## src/verilog/uef_pkg.sv

```systemverilog
/*
 Shared constants and carriers for the USB event flag block.
 Assumes a 20 MHz system clock and a classic Wishbone register bus.
*/
package uef_pkg;
   localparam int ADR_W = 8;
   localparam int DAT_W = 32;
   localparam int REG_W = 8;
   localparam int FRAME_W = 16;
   // Register offsets (byte addresses)
   localparam logic [ADR_W-1:0] OFS_FLAGS = 8'h00;
   localparam logic [ADR_W-1:0] OFS_MASK = 8'h04;
   localparam logic [ADR_W-1:0] OFS_THR = 8'h08;
   localparam logic [ADR_W-1:0] OFS_PTR = 8'h0C;
   localparam logic [ADR_W-1:0] OFS_CTL = 8'h10;
   localparam logic [ADR_W-1:0] OFS_TOK = 8'h14;
   localparam logic [ADR_W-1:0] OFS_ERRST = 8'h18;
   localparam logic [ADR_W-1:0] OFS_ERREN = 8'h1C;
   // Event flag bit positions
   localparam int BIT_STALL = 7;
   localparam int BIT_ATTACH = 6;
   localparam int BIT_RESUME = 5;
   localparam int BIT_IDLE = 4;
   localparam int BIT_TOKEN = 3;
   localparam int BIT_FRAME = 2;
   localparam int BIT_ERR = 1;
   localparam int BIT_RST = 0;
   localparam int BIT_HOST = 0;
   localparam logic [REG_W-1:0] RST_VAL = 8'h00;
   localparam logic [REG_W-1:0] PTR_MASK = 8'hFE;
   localparam logic [REG_W-1:0] ERRBIT_MASK = 8'h02;
   // Line states as {dPlus, dMinus}
   localparam logic [1:0] LS_SE0 = 2'h0;
   localparam logic [1:0] LS_K = 2'h1;
   localparam logic [1:0] LS_J = 2'h2;
   // Timing
   localparam int CLK_NS = 50;
   localparam int LINE_T_NS = 2500;
   localparam int IDLE_T_US = 3000;
   localparam int LINE_CYC = (LINE_T_NS + CLK_NS - 1) / CLK_NS;
   localparam int IDLE_CYC = (IDLE_T_US * 1000) / CLK_NS;

   typedef struct packed {
      logic cyc;
      logic stb;
      logic we;
      logic [3:0] sel;
      logic [ADR_W-1:0] adr;
      logic [DAT_W-1:0] dat;
   } uef_wbreq_s;

   typedef struct packed {
      logic [3:0] ep;
      logic dir;
      logic odd;
   } uef_tok_s;
endpackage

```

## src/verilog/uef_top.sv

```systemverilog
/*
 USB event flags, frame-start threshold, descriptor table pointer and
 token status queue, with a classic Wishbone slave and one interrupt.
 Assumes event inputs are one-cycle pulses synchronous to clk and the
 line state is already sampled into the clk domain.
*/
`timescale 1ns/1ns
module uef_top #(
   parameter int IDLE_CYCLES = uef_pkg::IDLE_CYC,
   parameter int TOK_DEPTH = 4,
   parameter int ERR_W = 8
) (
   input wire logic clk,
   input wire logic nrst,
   input wire uef_pkg::uef_wbreq_s wbReq,
   output logic wbAck,
   output logic [uef_pkg::DAT_W-1:0] wbDatOut,
   output logic irq,
   input wire logic [1:0] lineState,
   input wire logic stallHs,
   input wire logic tokenDone,
   input wire uef_pkg::uef_tok_s tokenInfo,
   output logic tokenFull,
   input wire logic sofRx,
   input wire logic [uef_pkg::FRAME_W-1:0] frameLeft,
   input wire logic [ERR_W-1:0] errEvent,
   output logic hostModeEnable,
   output logic [6:0] descTableBaseBits
);
   import uef_pkg::*;

   localparam int CW = $clog2(IDLE_CYCLES + 1);
   localparam int PW = (TOK_DEPTH > 1) ? $clog2(TOK_DEPTH) : 1;
   localparam logic [CW-1:0] LINE_LIM = CW'(LINE_CYC);
   localparam logic [CW-1:0] IDLE_LIM = CW'(IDLE_CYCLES);
   localparam logic [PW:0] TOK_FULL = (PW + 1)'(TOK_DEPTH);

   function automatic logic [CW-1:0] stepCnt(input logic run, input logic [CW-1:0] cnt,
                                            input logic [CW-1:0] lim);
      if (!run)
         stepCnt = '0;
      else if (cnt >= lim)
         stepCnt = cnt;
      else
         stepCnt = cnt + 1'b1;
   endfunction

   function automatic logic cntHit(input logic run, input logic [CW-1:0] cnt,
                                   input logic [CW-1:0] lim);
      cntHit = run && (cnt == lim - 1'b1);
   endfunction

   logic ack_q;
   logic [DAT_W-1:0] datOut_q;
   logic irq_q;
   logic [REG_W-1:0] flags_q;
   logic [REG_W-1:0] mask_q;
   logic [REG_W-1:0] thr_q;
   logic [REG_W-1:0] ptr_q;
   logic hostMode_q;
   logic [ERR_W-1:0] errStat_q;
   logic [ERR_W-1:0] errEn_q;
   logic [1:0] lsPrev_q;
   logic [CW-1:0] quietCnt_q;
   logic [CW-1:0] kCnt_q;
   logic [CW-1:0] idleCnt_q;
   logic [CW-1:0] se0Cnt_q;
   logic attached_q;
   logic matchPrev_q;
   uef_tok_s tokMem [TOK_DEPTH];
   logic [PW-1:0] wrPtr_q;
   logic [PW-1:0] rdPtr_q;
   logic [PW:0] tokCount_q;
   logic tokFull_q;

   // Bus decode
   wire reqOn = wbReq.cyc & wbReq.stb;
   wire ack_d = reqOn & ~ack_q;
   wire wrOn = reqOn & ack_q & wbReq.we & wbReq.sel[0];
   wire [REG_W-1:0] wd = wbReq.dat[REG_W-1:0];
   wire wrFlags = wrOn && (wbReq.adr == OFS_FLAGS);
   wire wrMask = wrOn && (wbReq.adr == OFS_MASK);
   wire wrThr = wrOn && (wbReq.adr == OFS_THR);
   wire wrPtr = wrOn && (wbReq.adr == OFS_PTR);
   wire wrCtl = wrOn && (wbReq.adr == OFS_CTL);
   wire wrErrSt = wrOn && (wbReq.adr == OFS_ERRST);
   wire wrErrEn = wrOn && (wbReq.adr == OFS_ERREN);
   wire [REG_W-1:0] flagClr = wrFlags ? (wd & ~ERRBIT_MASK) : RST_VAL;
   wire [ERR_W-1:0] errClr = wrErrSt ? ERR_W'(wd) : '0;

   // Line monitors
   wire lsChanged = lineState != lsPrev_q;
   wire isSe0 = lineState == LS_SE0;
   wire isK = lineState == LS_K;
   wire isJ = lineState == LS_J;
   wire quietHit = cntHit(~lsChanged, quietCnt_q, LINE_LIM);
   wire resumeHit = cntHit(isK, kCnt_q, LINE_LIM);
   wire idleHit = cntHit(isJ, idleCnt_q, IDLE_LIM);
   wire se0Hit = cntHit(isSe0, se0Cnt_q, LINE_LIM);
   wire attachHit = hostMode_q & quietHit & ~isSe0 & ~attached_q;
   wire detachHit = hostMode_q & attached_q & se0Hit;
   wire busRstHit = ~hostMode_q & se0Hit;
   wire attached_d = hostMode_q & ((attached_q & ~detachHit) | attachHit);

   // Frame start
   wire thrMatch = hostMode_q && (frameLeft == FRAME_W'(thr_q));
   wire sofSet = (~hostMode_q & sofRx) | (thrMatch & ~matchPrev_q);

   // Token status queue
   wire tokPop = flagClr[BIT_TOKEN] & flags_q[BIT_TOKEN] & (tokCount_q != '0);
   wire tokPush = tokenDone & (tokCount_q != TOK_FULL);
   wire [PW:0] tokCount_d = tokCount_q + (PW + 1)'(tokPush) - (PW + 1)'(tokPop);
   wire tokSet = (tokCount_d != '0) && (tokPop || tokCount_q == '0);
   wire [REG_W-1:0] tokView = (tokCount_q == '0) ? RST_VAL : {tokMem[rdPtr_q], 2'h0};

   // Error summary
   wire [ERR_W-1:0] errStat_d = (errStat_q & ~errClr) | errEvent;
   wire errSum = |(errStat_q & errEn_q);

   logic [REG_W-1:0] flagSet;
   always_comb begin
      flagSet = RST_VAL;
      flagSet[BIT_STALL] = stallHs;
      flagSet[BIT_ATTACH] = attachHit;
      flagSet[BIT_RESUME] = resumeHit;
      flagSet[BIT_IDLE] = idleHit;
      flagSet[BIT_TOKEN] = tokSet;
      flagSet[BIT_FRAME] = sofSet;
      flagSet[BIT_RST] = busRstHit | detachHit;
   end

   wire [REG_W-1:0] flags_d = (flags_q & ~flagClr) | flagSet;
   wire [REG_W-1:0] flagView = (flags_q & ~ERRBIT_MASK) | (errSum ? ERRBIT_MASK : RST_VAL);
   wire irq_d = |(flagView & mask_q);

   logic [REG_W-1:0] rdByte;
   always_comb begin
      case (wbReq.adr)
         OFS_FLAGS: rdByte = flagView;
         OFS_MASK: rdByte = mask_q;
         OFS_THR: rdByte = thr_q;
         OFS_PTR: rdByte = ptr_q & PTR_MASK;
         OFS_CTL: rdByte = {7'h00, hostMode_q};
         OFS_TOK: rdByte = tokView;
         OFS_ERRST: rdByte = REG_W'(errStat_q);
         OFS_ERREN: rdByte = REG_W'(errEn_q);
         default: rdByte = RST_VAL;
      endcase
   end

   // Bus slave
   always_ff @(posedge clk or negedge nrst) begin
      if (!nrst) begin
         ack_q <= 1'b0;
         datOut_q <= '0;
         irq_q <= 1'b0;
      end else begin
         ack_q <= ack_d;
         datOut_q <= ack_d ? {24'h000000, rdByte} : '0;
         irq_q <= irq_d;
      end
   end

   // Software registers
   always_ff @(posedge clk or negedge nrst) begin
      if (!nrst) begin
         flags_q <= RST_VAL;
         mask_q <= RST_VAL;
         thr_q <= RST_VAL;
         ptr_q <= RST_VAL;
         hostMode_q <= 1'b0;
         errStat_q <= '0;
         errEn_q <= '0;
      end else begin
         flags_q <= flags_d;
         mask_q <= wrMask ? wd : mask_q;
         thr_q <= wrThr ? wd : thr_q;
         ptr_q <= wrPtr ? (wd & PTR_MASK) : ptr_q;
         hostMode_q <= wrCtl ? wd[BIT_HOST] : hostMode_q;
         errStat_q <= errStat_d;
         errEn_q <= wrErrEn ? ERR_W'(wd) : errEn_q;
      end
   end

   // Line state timers
   always_ff @(posedge clk or negedge nrst) begin
      if (!nrst) begin
         lsPrev_q <= LS_SE0;
         quietCnt_q <= '0;
         kCnt_q <= '0;
         idleCnt_q <= '0;
         se0Cnt_q <= '0;
         attached_q <= 1'b0;
         matchPrev_q <= 1'b0;
      end else begin
         lsPrev_q <= lineState;
         quietCnt_q <= stepCnt(~lsChanged, quietCnt_q, LINE_LIM);
         kCnt_q <= stepCnt(isK, kCnt_q, LINE_LIM);
         idleCnt_q <= stepCnt(isJ, idleCnt_q, IDLE_LIM);
         se0Cnt_q <= stepCnt(isSe0, se0Cnt_q, LINE_LIM);
         attached_q <= attached_d;
         matchPrev_q <= thrMatch;
      end
   end

   // Token queue
   always_ff @(posedge clk or negedge nrst) begin
      if (!nrst) begin
         wrPtr_q <= '0;
         rdPtr_q <= '0;
         tokCount_q <= '0;
         tokFull_q <= 1'b0;
      end else begin
         wrPtr_q <= tokPush ? wrPtr_q + 1'b1 : wrPtr_q;
         rdPtr_q <= tokPop ? rdPtr_q + 1'b1 : rdPtr_q;
         tokCount_q <= tokCount_d;
         tokFull_q <= tokCount_d == TOK_FULL;
      end
   end

   always_ff @(posedge clk) begin
      if (tokPush)
         tokMem[wrPtr_q] <= tokenInfo;
   end

   assign wbAck = ack_q;
   assign wbDatOut = datOut_q;
   assign irq = irq_q;
   assign tokenFull = tokFull_q;
   assign hostModeEnable = hostMode_q;
   assign descTableBaseBits = ptr_q[7:1];
endmodule

```

## config.mk

```make
export PLATFORM = sky130hd
export DESIGN_NAME = uef_top
export DESIGN_NICKNAME = d
export VERILOG_FILES = /design/src/verilog/uef_pkg.sv /design/src/verilog/uef_top.sv
export SDC_FILE = /design/constraint.sdc
export NUM_CORES = 1
export LEC_CHECK = 0
export ABC_CLOCK_PERIOD_IN_PS = 2650
export BUFFER_PORTS_ARGS = -buffer_cell sky130_fd_sc_hd__buf_2
export CORE_MARGIN = 5
export CORE_UTILIZATION = 45
export CTS_BUF_LIST = sky130_fd_sc_hd__clkbuf_2 sky130_fd_sc_hd__clkbuf_4 sky130_fd_sc_hd__clkbuf_8
export DETAILED_ROUTE_END_ITERATION = 8
export GPL_TIMING_DRIVEN = 0
export HOLD_SLACK_MARGIN = 0.1
export PLACE_DENSITY = 0.69
export SYNTH_ARGS = -nofsm -noshare
export SYNTH_HDL_FRONTEND = slang
export SYNTH_SLANG_ARGS = --single-unit
```

## constraint.sdc

```tcl
create_clock -name clk -period 2.65 [get_ports clk]
set_input_delay 0.265 -clock clk [delete_from_list [all_inputs] [get_ports clk]]
set_output_delay 0.265 -clock clk [all_outputs]
set_load 0.02 [all_outputs]
```

==> reports/qor.csv, run 1 <==
stage;metric;value;unit
critical_path;CP Max Fanout;2;
finish;# diodes;0;
floorplanning;die span in y;138;µm
synthesis;Post-Syn Area;0.00734;mm²
cts;CTS tree;built;
timing;slew margin rel.;51.2;%
power;Logic pwr share;14.4;%
finish;fin nets;870;
power;PD cells;588;mW/mm²
detailed_routing;Wirelength per Cell;16.1;µm
power;Internal Power;3860;µW
detailed_routing;DR vias/cell;5.21;
floorplanning;Site Rows;46;
power;maximum vdd drop;0.389;mV
critical_path;worst r2r src;wbAck;
hold_path;Hold Crit Start;frameLeft[14];
timing;Final Cycle Share;99.6;%
timing;# setup viols final;0;
synthesis;register area share after synthesis;55.1;%
global_routing;Remaining Overflow, GRT;0;
floorplanning;Initial Util;46.1;%
detailed_routing;Vias;5195;
cts;worst skew pair latency;0.44;ns
detailed_routing;Detailed Route WL;16.0;mm
global_routing;largest net degree at the start of global routing;80;
floorplanning;die area;0.0190;mm²
global_routing;first-pass GRT wire length;26.5;mm
synthesis;Avg Cell Area, Syn;11.8;µm²
detailed_routing;M1 WL;7.06;mm
detailed_routing;TritonRoute pass-1 iters;5;
synthesis;Yosys warnings;0;
critical_path;arrival time of the worst setup path;2.96;ns
timing;clk_skew;0.0112;ns
power;Leakage;0.00405;µW
critical_path;Setup CP Type;register to register;
place;pre-CTS setup slack;-0.538;ns
timing;highest clock rate;379;MHz
power;proportion of power drawn by the clock network;34.7;%
critical_path;crit start category;register;
critical_path;Required @ worst endpoint;2.97;ns
place;dpl hpwl;11.7;mm
timing;final worst slack;0.00993;ns
critical_path;Buffers & Inverters on Critical Path;2;
timing;Worst Tran Pin Value;0.730;ns
place;Final GP Congestion;0.842;
synthesis;largest cells by area after synthesis;dfrtp_1 45%, edfxtp_1 9.8%, mux2_2 5.4%, ha_1 2.9%, buf_4 2.6%;
cts;Num CTS Buffers;17;
detailed_routing;# DRC;0;
run_status;outcome;complete, no violations;
power;register share of total power;50.8;%
synthesis;post-synth top area share;45.3;%
synthesis;largest area contributor in the netlist;dfrtp_1;
power;Net Sw Frac;26.1;%
critical_path;delay of the slowest critical-path stage;0.46;ns
job;Max-Cap Viols;0;
detailed_routing;number of DRC markers in iteration 0;337;
floorplanning;Ports;127;
timing;RSZ-0062 raised after global routing;yes;
finish;share of cells above drive strength 1;27.0;%
cts;CTS max path bufs;2;
floorplanning;Die Wd;138;µm
critical_path;critical path, cell by cell;nand4_1, nor3_4, nor2b_1, buf_4, and4_4, ha_4, inv_2, ha_4, fa_2, nor3_4, nand3_1, o2bb2ai_1;
synthesis;number of flops mapped to enable cells by yosys;24;
global_routing;GR Util All Layers;18.0;%
detailed_routing;routed wl met3;1.01;mm
power;total net switching power;1360;µW
hold_path;Hold/Removal Path Class;input port to register;
timing;final hold vios;0;
synthesis;cells after synthesis;620;
synthesis;Yosys cell types;63;
synthesis;dominant synthesized flop cell;dfrtp_1;
floorplanning;area of the core;0.0159;mm²
synthesis;register bit count reported by yosys;157;
critical_path;CP max stage cell;fa_2;
global_routing;initial antenna violation count;0;
global_routing;vias in the first global route;5253;
cts;Clock transition at path regs;0.08;ns
critical_path;Crit. End Element;register;
detailed_routing;Top Layer Used;met4;
detailed_routing;post-route antenna net violation count;0;
synthesis;Async S/R FF share, synth;84.7;%
timing;Tmin final;2.64;ns
critical_path;critical path's top delay family;simple AND/OR/NAND/NOR gates;
cts;H-tree depth;4;
timing;worst hold slack;0.142;ns
cts;Sink Count;157;
finish;Area growth syn-to-layout;20.8;%
timing;Final Max Slew Viols;0;
critical_path;worst setup path start;wbAck;
timing;setup TNS;0;ns
cts;Root Buffer;clkbuf_8;
detailed_routing;DR WL met2;7.77;mm
place;I/O Buffers;75;
==> metrics by stage <==
step / std cells / utilization, % / power [µW] / instance area, µm²
after floorplan: 643 / - / 3070 / 7440
after global placement: 934 / 50.7 / 3250 / 8090
after detailed placement: 935 / 50.9 / 3310 / 8120
after CTS: 994 / 55.4 / 5230 / 8830
after global routing: 997 / 55.6 / 5480 / 8870
final: 997 / 55.6 / 5220 / 8870
==> path summary, 6_finish.rpt <==
| path | end | slack, ns | depth (start not counted) |
|---|---|---|---|
| setup / recovery | flags_q[3] | 0.01 | 12 |
| hold / removal | matchPrev_q | 0.14 | 3 |
| setup reg to reg | flags_q[3] | 0.01 | 12 |
| hold reg to reg | se0Cnt_q[12] | 0.49 | 1 |
| max in group asynchronous | se0Cnt_q[7] | 1.51 | 3 |
| min in group asynchronous | wrPtr_q[1] | 0.37 | 2 |
==> power by group through the flow <==
| stage | clock network (µW) | logic (µW) | registers (µW) |
|---|---|---|---|
| global placement | 0 | 568 | 2690 |
| global route | 1980 | 835 | 2670 |
| finish | 1810 | 754 | 2650 |
| floorplan | 0 | 381 | 2680 |
| CTS | 1870 | 700 | 2650 |
| detailed placement | 0 | 609 | 2700 |
==> flip-flops by register name (all words and copies together) (netlist names), 2 cells and up <==
register	count
thr_q	8
se0Cnt_q	16
idleCnt_q	16
errEn_q	8
rdPtr_q	2
ptr_q	7
kCnt_q	16
wrPtr_q	2
mask_q	8
tokMem	24
flags_q	7
tokCount_q	3
errStat_q	8
lsPrev_q	2
wbDatOut	8
quietCnt_q	16
==> worst reg2reg max path: cells and delay by family (launching register included) <==
| kind | cells | cell delay (ns) |
|---|---|---|
| simple gates | 6 | 1.07 |
| fa+ha+maj | 3 | 0.78 |
| flops | 1 | 0.37 |
| buf+inv | 2 | 0.20 |
| compound gates | 1 | 0.12 |
==> repair_timing <==
action,CTS,global route
pin swaps,5,4
hold buffers,21,0
buffers inserted,6,3
endpoints found under the setup margin,2,2
hold endpoints to repair,95,0
gates resized for setup,7,4
==> cell usage in the layout (no fill, tap or decap), types with 12 or more instances in the layout <==
master / instances
ha_1: 15
mux2_2: 35
buf_2: 77
nand4_1: 12
nor4_1: 13
xor2_1: 20
nand2_1: 48
mux2i_1: 12
a21oi_1: 14
and3_1: 18
buf_4: 35
conb_1: 24
dlygate4sd3_1: 21
edfxtp_1: 24
dfrtp_1: 132
inv_1: 16
nor2_1: 44
and2_1: 26
xnor2_1: 16
clkbuf_8: 17
==> final cells by class <==
class	instances	area (µm²)
timing repair buffer	106	687
fill	1367	7070
clock buffer	18	241
inverter	17	63.8
clock inverter	14	170
tap	216	270
sequential	157	4050
multi-input combinational	428	3130
buffer	41	259
==> metal layers <==
metal  global-route usage (%)  vias up
li1                         -     2468
met4                     4.94        0
met5                        0        -
met3                     4.16       13
met2                     29.2      141
met1                     24.3     2573
==> cells in the mapped netlist, types with 2 or more instances <==
cell type / count
mux4_2: 8
nand3_1: 11
or4_1: 3
xor2_1: 20
buf_2: 4
and3_1: 18
nand2_1: 48
nand2b_1: 3
a21oi_1: 14
dfrtp_1: 133
buf_4: 25
o2111a_1: 3
edfxtp_1: 24
or3_1: 8
nor2_2: 2
nand3b_1: 2
inv_1: 17
clkbuf_1: 10
ha_1: 17
o22ai_1: 5
nor4_1: 13
xnor2_1: 17
nor3_1: 6
a211oi_1: 3
o2bb2ai_1: 2
a31oi_1: 2
nor2_1: 44
o21ai_0: 11
mux2_2: 35
a41oi_1: 2
nor2b_1: 4
o2111ai_1: 4
a21o_1: 11
a22oi_1: 11
and2_1: 26
nand4_1: 12
and4_1: 3
o211ai_1: 3
mux2i_1: 12
==> logic make-up after synthesis <==
group / synth area share [%]
simple gates: 15.4
buf+inv: 4.36
flops: 55.1
fa+ha+maj: 3.17
compound gates: 8.03
other cells: 0.0511
xor+xnor: 4.41
mux: 9.46
(Power assumes the default switching activity.)
==> run 2: changes to the inputs <==
==> constraint.sdc (replaced) <==
create_clock -name clk -period 2.65 [get_ports clk]
set_input_delay 0.3975 -clock clk [delete_from_list [all_inputs] [get_ports clk]]
set_output_delay 0.3975 -clock clk [all_outputs]
set_load 0.02 [all_outputs]
==> reports/qor.csv, run 2 (synthesis gave the netlist of run 1 again) <==
stage;metric;value;unit;change
run_status;outcome;complete, but fails checks;;
run_status;failing checks;setup timing;;
finish;most frequent cells in the layout;133 x dfrtp_1, 77 x buf_2, 47 x nand2_1;;
cts;Root Buffer;clkbuf_8;;
finish;fin nets;868;;-0.23%
cts;Num CTS Buffers;17;;unchanged
hold_path;Hold Crit Start;errEvent[4];;
power;Logic pwr share;16.0;%;+1.6 points
hold_path;hold endpoint;errStat_q[4];;
detailed_routing;number of DRC markers in iteration 0;338;;+0.30%
detailed_routing;Wirelength per Cell;16.7;µm;+4.1%
detailed_routing;post-route antenna net violation count;0;;unchanged
floorplanning;Die Wd;138;µm;unchanged
timing;slew margin rel.;62.2;%;+11 points
floorplanning;die area;0.0190;mm²;unchanged
critical_path;CP max stage cell;fa_2;;
timing;final worst slack;-0.0532;ns;-0.0631 ns
global_routing;vias in the first global route;5348;;+1.8%
detailed_routing;Detailed Route WL;16.7;mm;+3.9%
critical_path;Setup CP Type;register to register;;
power;register share of total power;50.7;%;about the same
place;Final GP Congestion;0.894;;+6.1%
power;PD cells;590;mW/mm²;+0.26%
timing;Tmin final;2.70;ns;+0.0631 ns
floorplanning;Site Rows;46;;unchanged
critical_path;Crit. End Element;register;;
timing;highest clock rate;370;MHz;-2.3%
critical_path;worst r2r src;wbAck;;
cts;CTS max path bufs;2;;unchanged
timing;clk_skew;0.0123;ns;+0.00118 ns
finish;max FFs per register;24;;unchanged
cts;CTS tree;built;;
global_routing;first-pass GRT wire length;26.7;mm;+0.99%
hold_path;worst hold path cell count;2;;-1
floorplanning;Initial Util;46.1;%;unchanged
timing;Final Cycle Share;102;%;+2.4 points
critical_path;delay of the slowest critical-path stage;0.46;ns;about the same
detailed_routing;# DRC;0;;unchanged
cts;Sink Count;157;;unchanged
detailed_routing;Vias;5304;;+2.1%
critical_path;arrival time of the worst setup path;3.07;ns;+0.11 ns
timing;Worst Tran Pin Value;0.566;ns;-0.163 ns
timing;final hold vios;0;;unchanged
critical_path;critical path, cell by cell;nand4_1, nor3_4, nor2b_1, buf_4, and4_4, ha_4, inv_4, ha_4, fa_2, nor3_4, nand3_1, o2bb2ai_1;;
finish;area of the multi-input gates;0.00320;mm²;+2.2%
critical_path;r2r endpoint;flags_q[3];;
finish;most common cell after layout, fill and taps aside;dfrtp_1;;
timing;RSZ-0062 raised after global routing;yes;;
finish;most flop-heavy register;tokMem;;
global_routing;initial antenna violation count;0;;unchanged
finish;Layout fillers;1359;;-0.59%
global_routing;GR Util All Layers;18.2;%;+0.19 points
critical_path;CP Max Fanout;3;;+1
power;total net switching power;1500;µW;+10%
power;Net Sw Frac;28.6;%;+2.5 points
timing;setup TNS;-0.0532;ns;-0.0532 ns
place;I/O Buffers;75;;unchanged
critical_path;R2R Setup Slk;-0.05;ns;-0.06 ns
place;dpl hpwl;11.6;mm;-1.1%
detailed_routing;DR vias/cell;5.33;;+2.3%
detailed_routing;TritonRoute pass-1 iters;5;;unchanged
timing;Final Max Slew Viols;0;;unchanged
critical_path;crit start category;register;;
floorplanning;Ports;127;;unchanged
finish;Area growth syn-to-layout;21.0;%;
power;Internal Power;3740;µW;-3.0%
power;maximum vdd drop;0.319;mV;-18%
power;Leakage;0.00406;µW;+0.39%
cts;H-tree depth;4;;unchanged
power;proportion of power drawn by the clock network;33.4;%;-1.3 points
place;pre-CTS setup slack;-0.623;ns;-0.0852 ns
floorplanning;area of the core;0.0159;mm²;unchanged
critical_path;worst reg2reg path depth;12;;unchanged
cts;Clock transition at path regs;0.09;ns;about the same
global_routing;Remaining Overflow, GRT;0;;unchanged
finish;# diodes;0;;unchanged
finish;share of cells above drive strength 1;28.8;%;+1.7 points
floorplanning;die span in y;138;µm;unchanged
critical_path;critical path's top delay family;simple AND/OR/NAND/NOR gates;;
critical_path;Buffers & Inverters on Critical Path;2;;unchanged
global_routing;largest net degree at the start of global routing;95;;+19%
finish;sequential standard cell area;0.00405;mm²;about the same
timing;worst hold slack;0.124;ns;-0.0178 ns
cts;worst skew pair latency;0.47;ns;+0.03 ns
timing;# setup viols final;1;;+1
critical_path;Required @ worst endpoint;3.01;ns;+0.04 ns
hold_path;Hold/Removal Path Class;input port to register;;
finish;final core utilization;55.7;%;+0.10 points
job;Max-Cap Viols;0;;unchanged
## run 2: changes by cell type in the layout (fill, tap and decap cells not counted), moves of 2 or more
cell / before / now
dlygate4sd3_1: 21 / 9
buf_4: 35 / 43
mux2_2: 35 / 28
mux2_4: 0 / 7
inv_6: 1 / 6
nor2_4: 0 / 3
bufinv_16: 3 / 1
clkinv_2: 2 / 0
clkinvlp_4: 3 / 1
inv_8: 0 / 2
nor2_1: 44 / 42
## run 2: repair_timing
action / CTS / global route
pin swaps: 8 / 10
gates resized for setup: 16 / 13
buffers inserted: 16 / 5
hold buffers: 8 / 1
endpoints found under the setup margin: 3 / 25
hold endpoints to repair: 46 / 1
## run 2: worst max-delay path by stage
stage / depth (start not counted) / slack [ns] / end / from
after floorplan: 12 / -0.13 / flags_q[3] / wbReq[38]
after global placement: 13 / -0.56 / flags_q[3] / wbReq[38]
after detailed placement: 13 / -0.62 / flags_q[3] / wbReq[38]
after CTS: 12 / -0.14 / flags_q[3] / wbAck
after global routing: 12 / -0.18 / flags_q[3] / wbAck
final: 12 / -0.05 / flags_q[3] / wbAck
## run 2: power by group through the flow
| stage | clock network, µW | logic (µW) | registers [µW] |
|---|---|---|---|
| 2_1_floorplan | 0 | 381 | 2680 |
| 3_3_place_gp | 0 | 565 | 2690 |
| 3_5_place_dp | 0 | 600 | 2700 |
| 4_1_cts | 1780 | 672 | 2650 |
| 5_1_grt | 1880 | 917 | 2670 |
| 6_report | 1750 | 838 | 2650 |
## run 2: per-stage QoR
step	instances	power, µW	cell area, µm²
global placement	934	3250	8090
finish	995	5240	8890
floorplan	643	3070	7440
CTS	991	5110	8790
detailed placement	935	3300	8120
global route	995	5470	8890
## run 2: layout make-up
cell class,count,share of cell area (%)
flip-flops and latches,157,45.6
multi-input cells,428,36.0
repair buffers,104,7.41
well taps,216,3.04
plain buffers,41,2.91
clock buffers,17,2.63
clock inverters,15,1.70
inverters,17,0.746
## run 2: worst reg2reg max path: cells and delay by family (launching register included)
family	cells	cell delay [ns]
simple gates	6	1.12
fa+ha+maj	3	0.79
flops	1	0.38
buf+inv	2	0.20
compound gates	1	0.13
## run 2: routing by layer
layer,track usage [%],share of wire [%],vias up
li1,-,-,2468
met1,22.3,42,2662
met2,31.6,51,142
met3,3.80,5.6,32
met4,6.64,1.6,0
met5,0,0,-
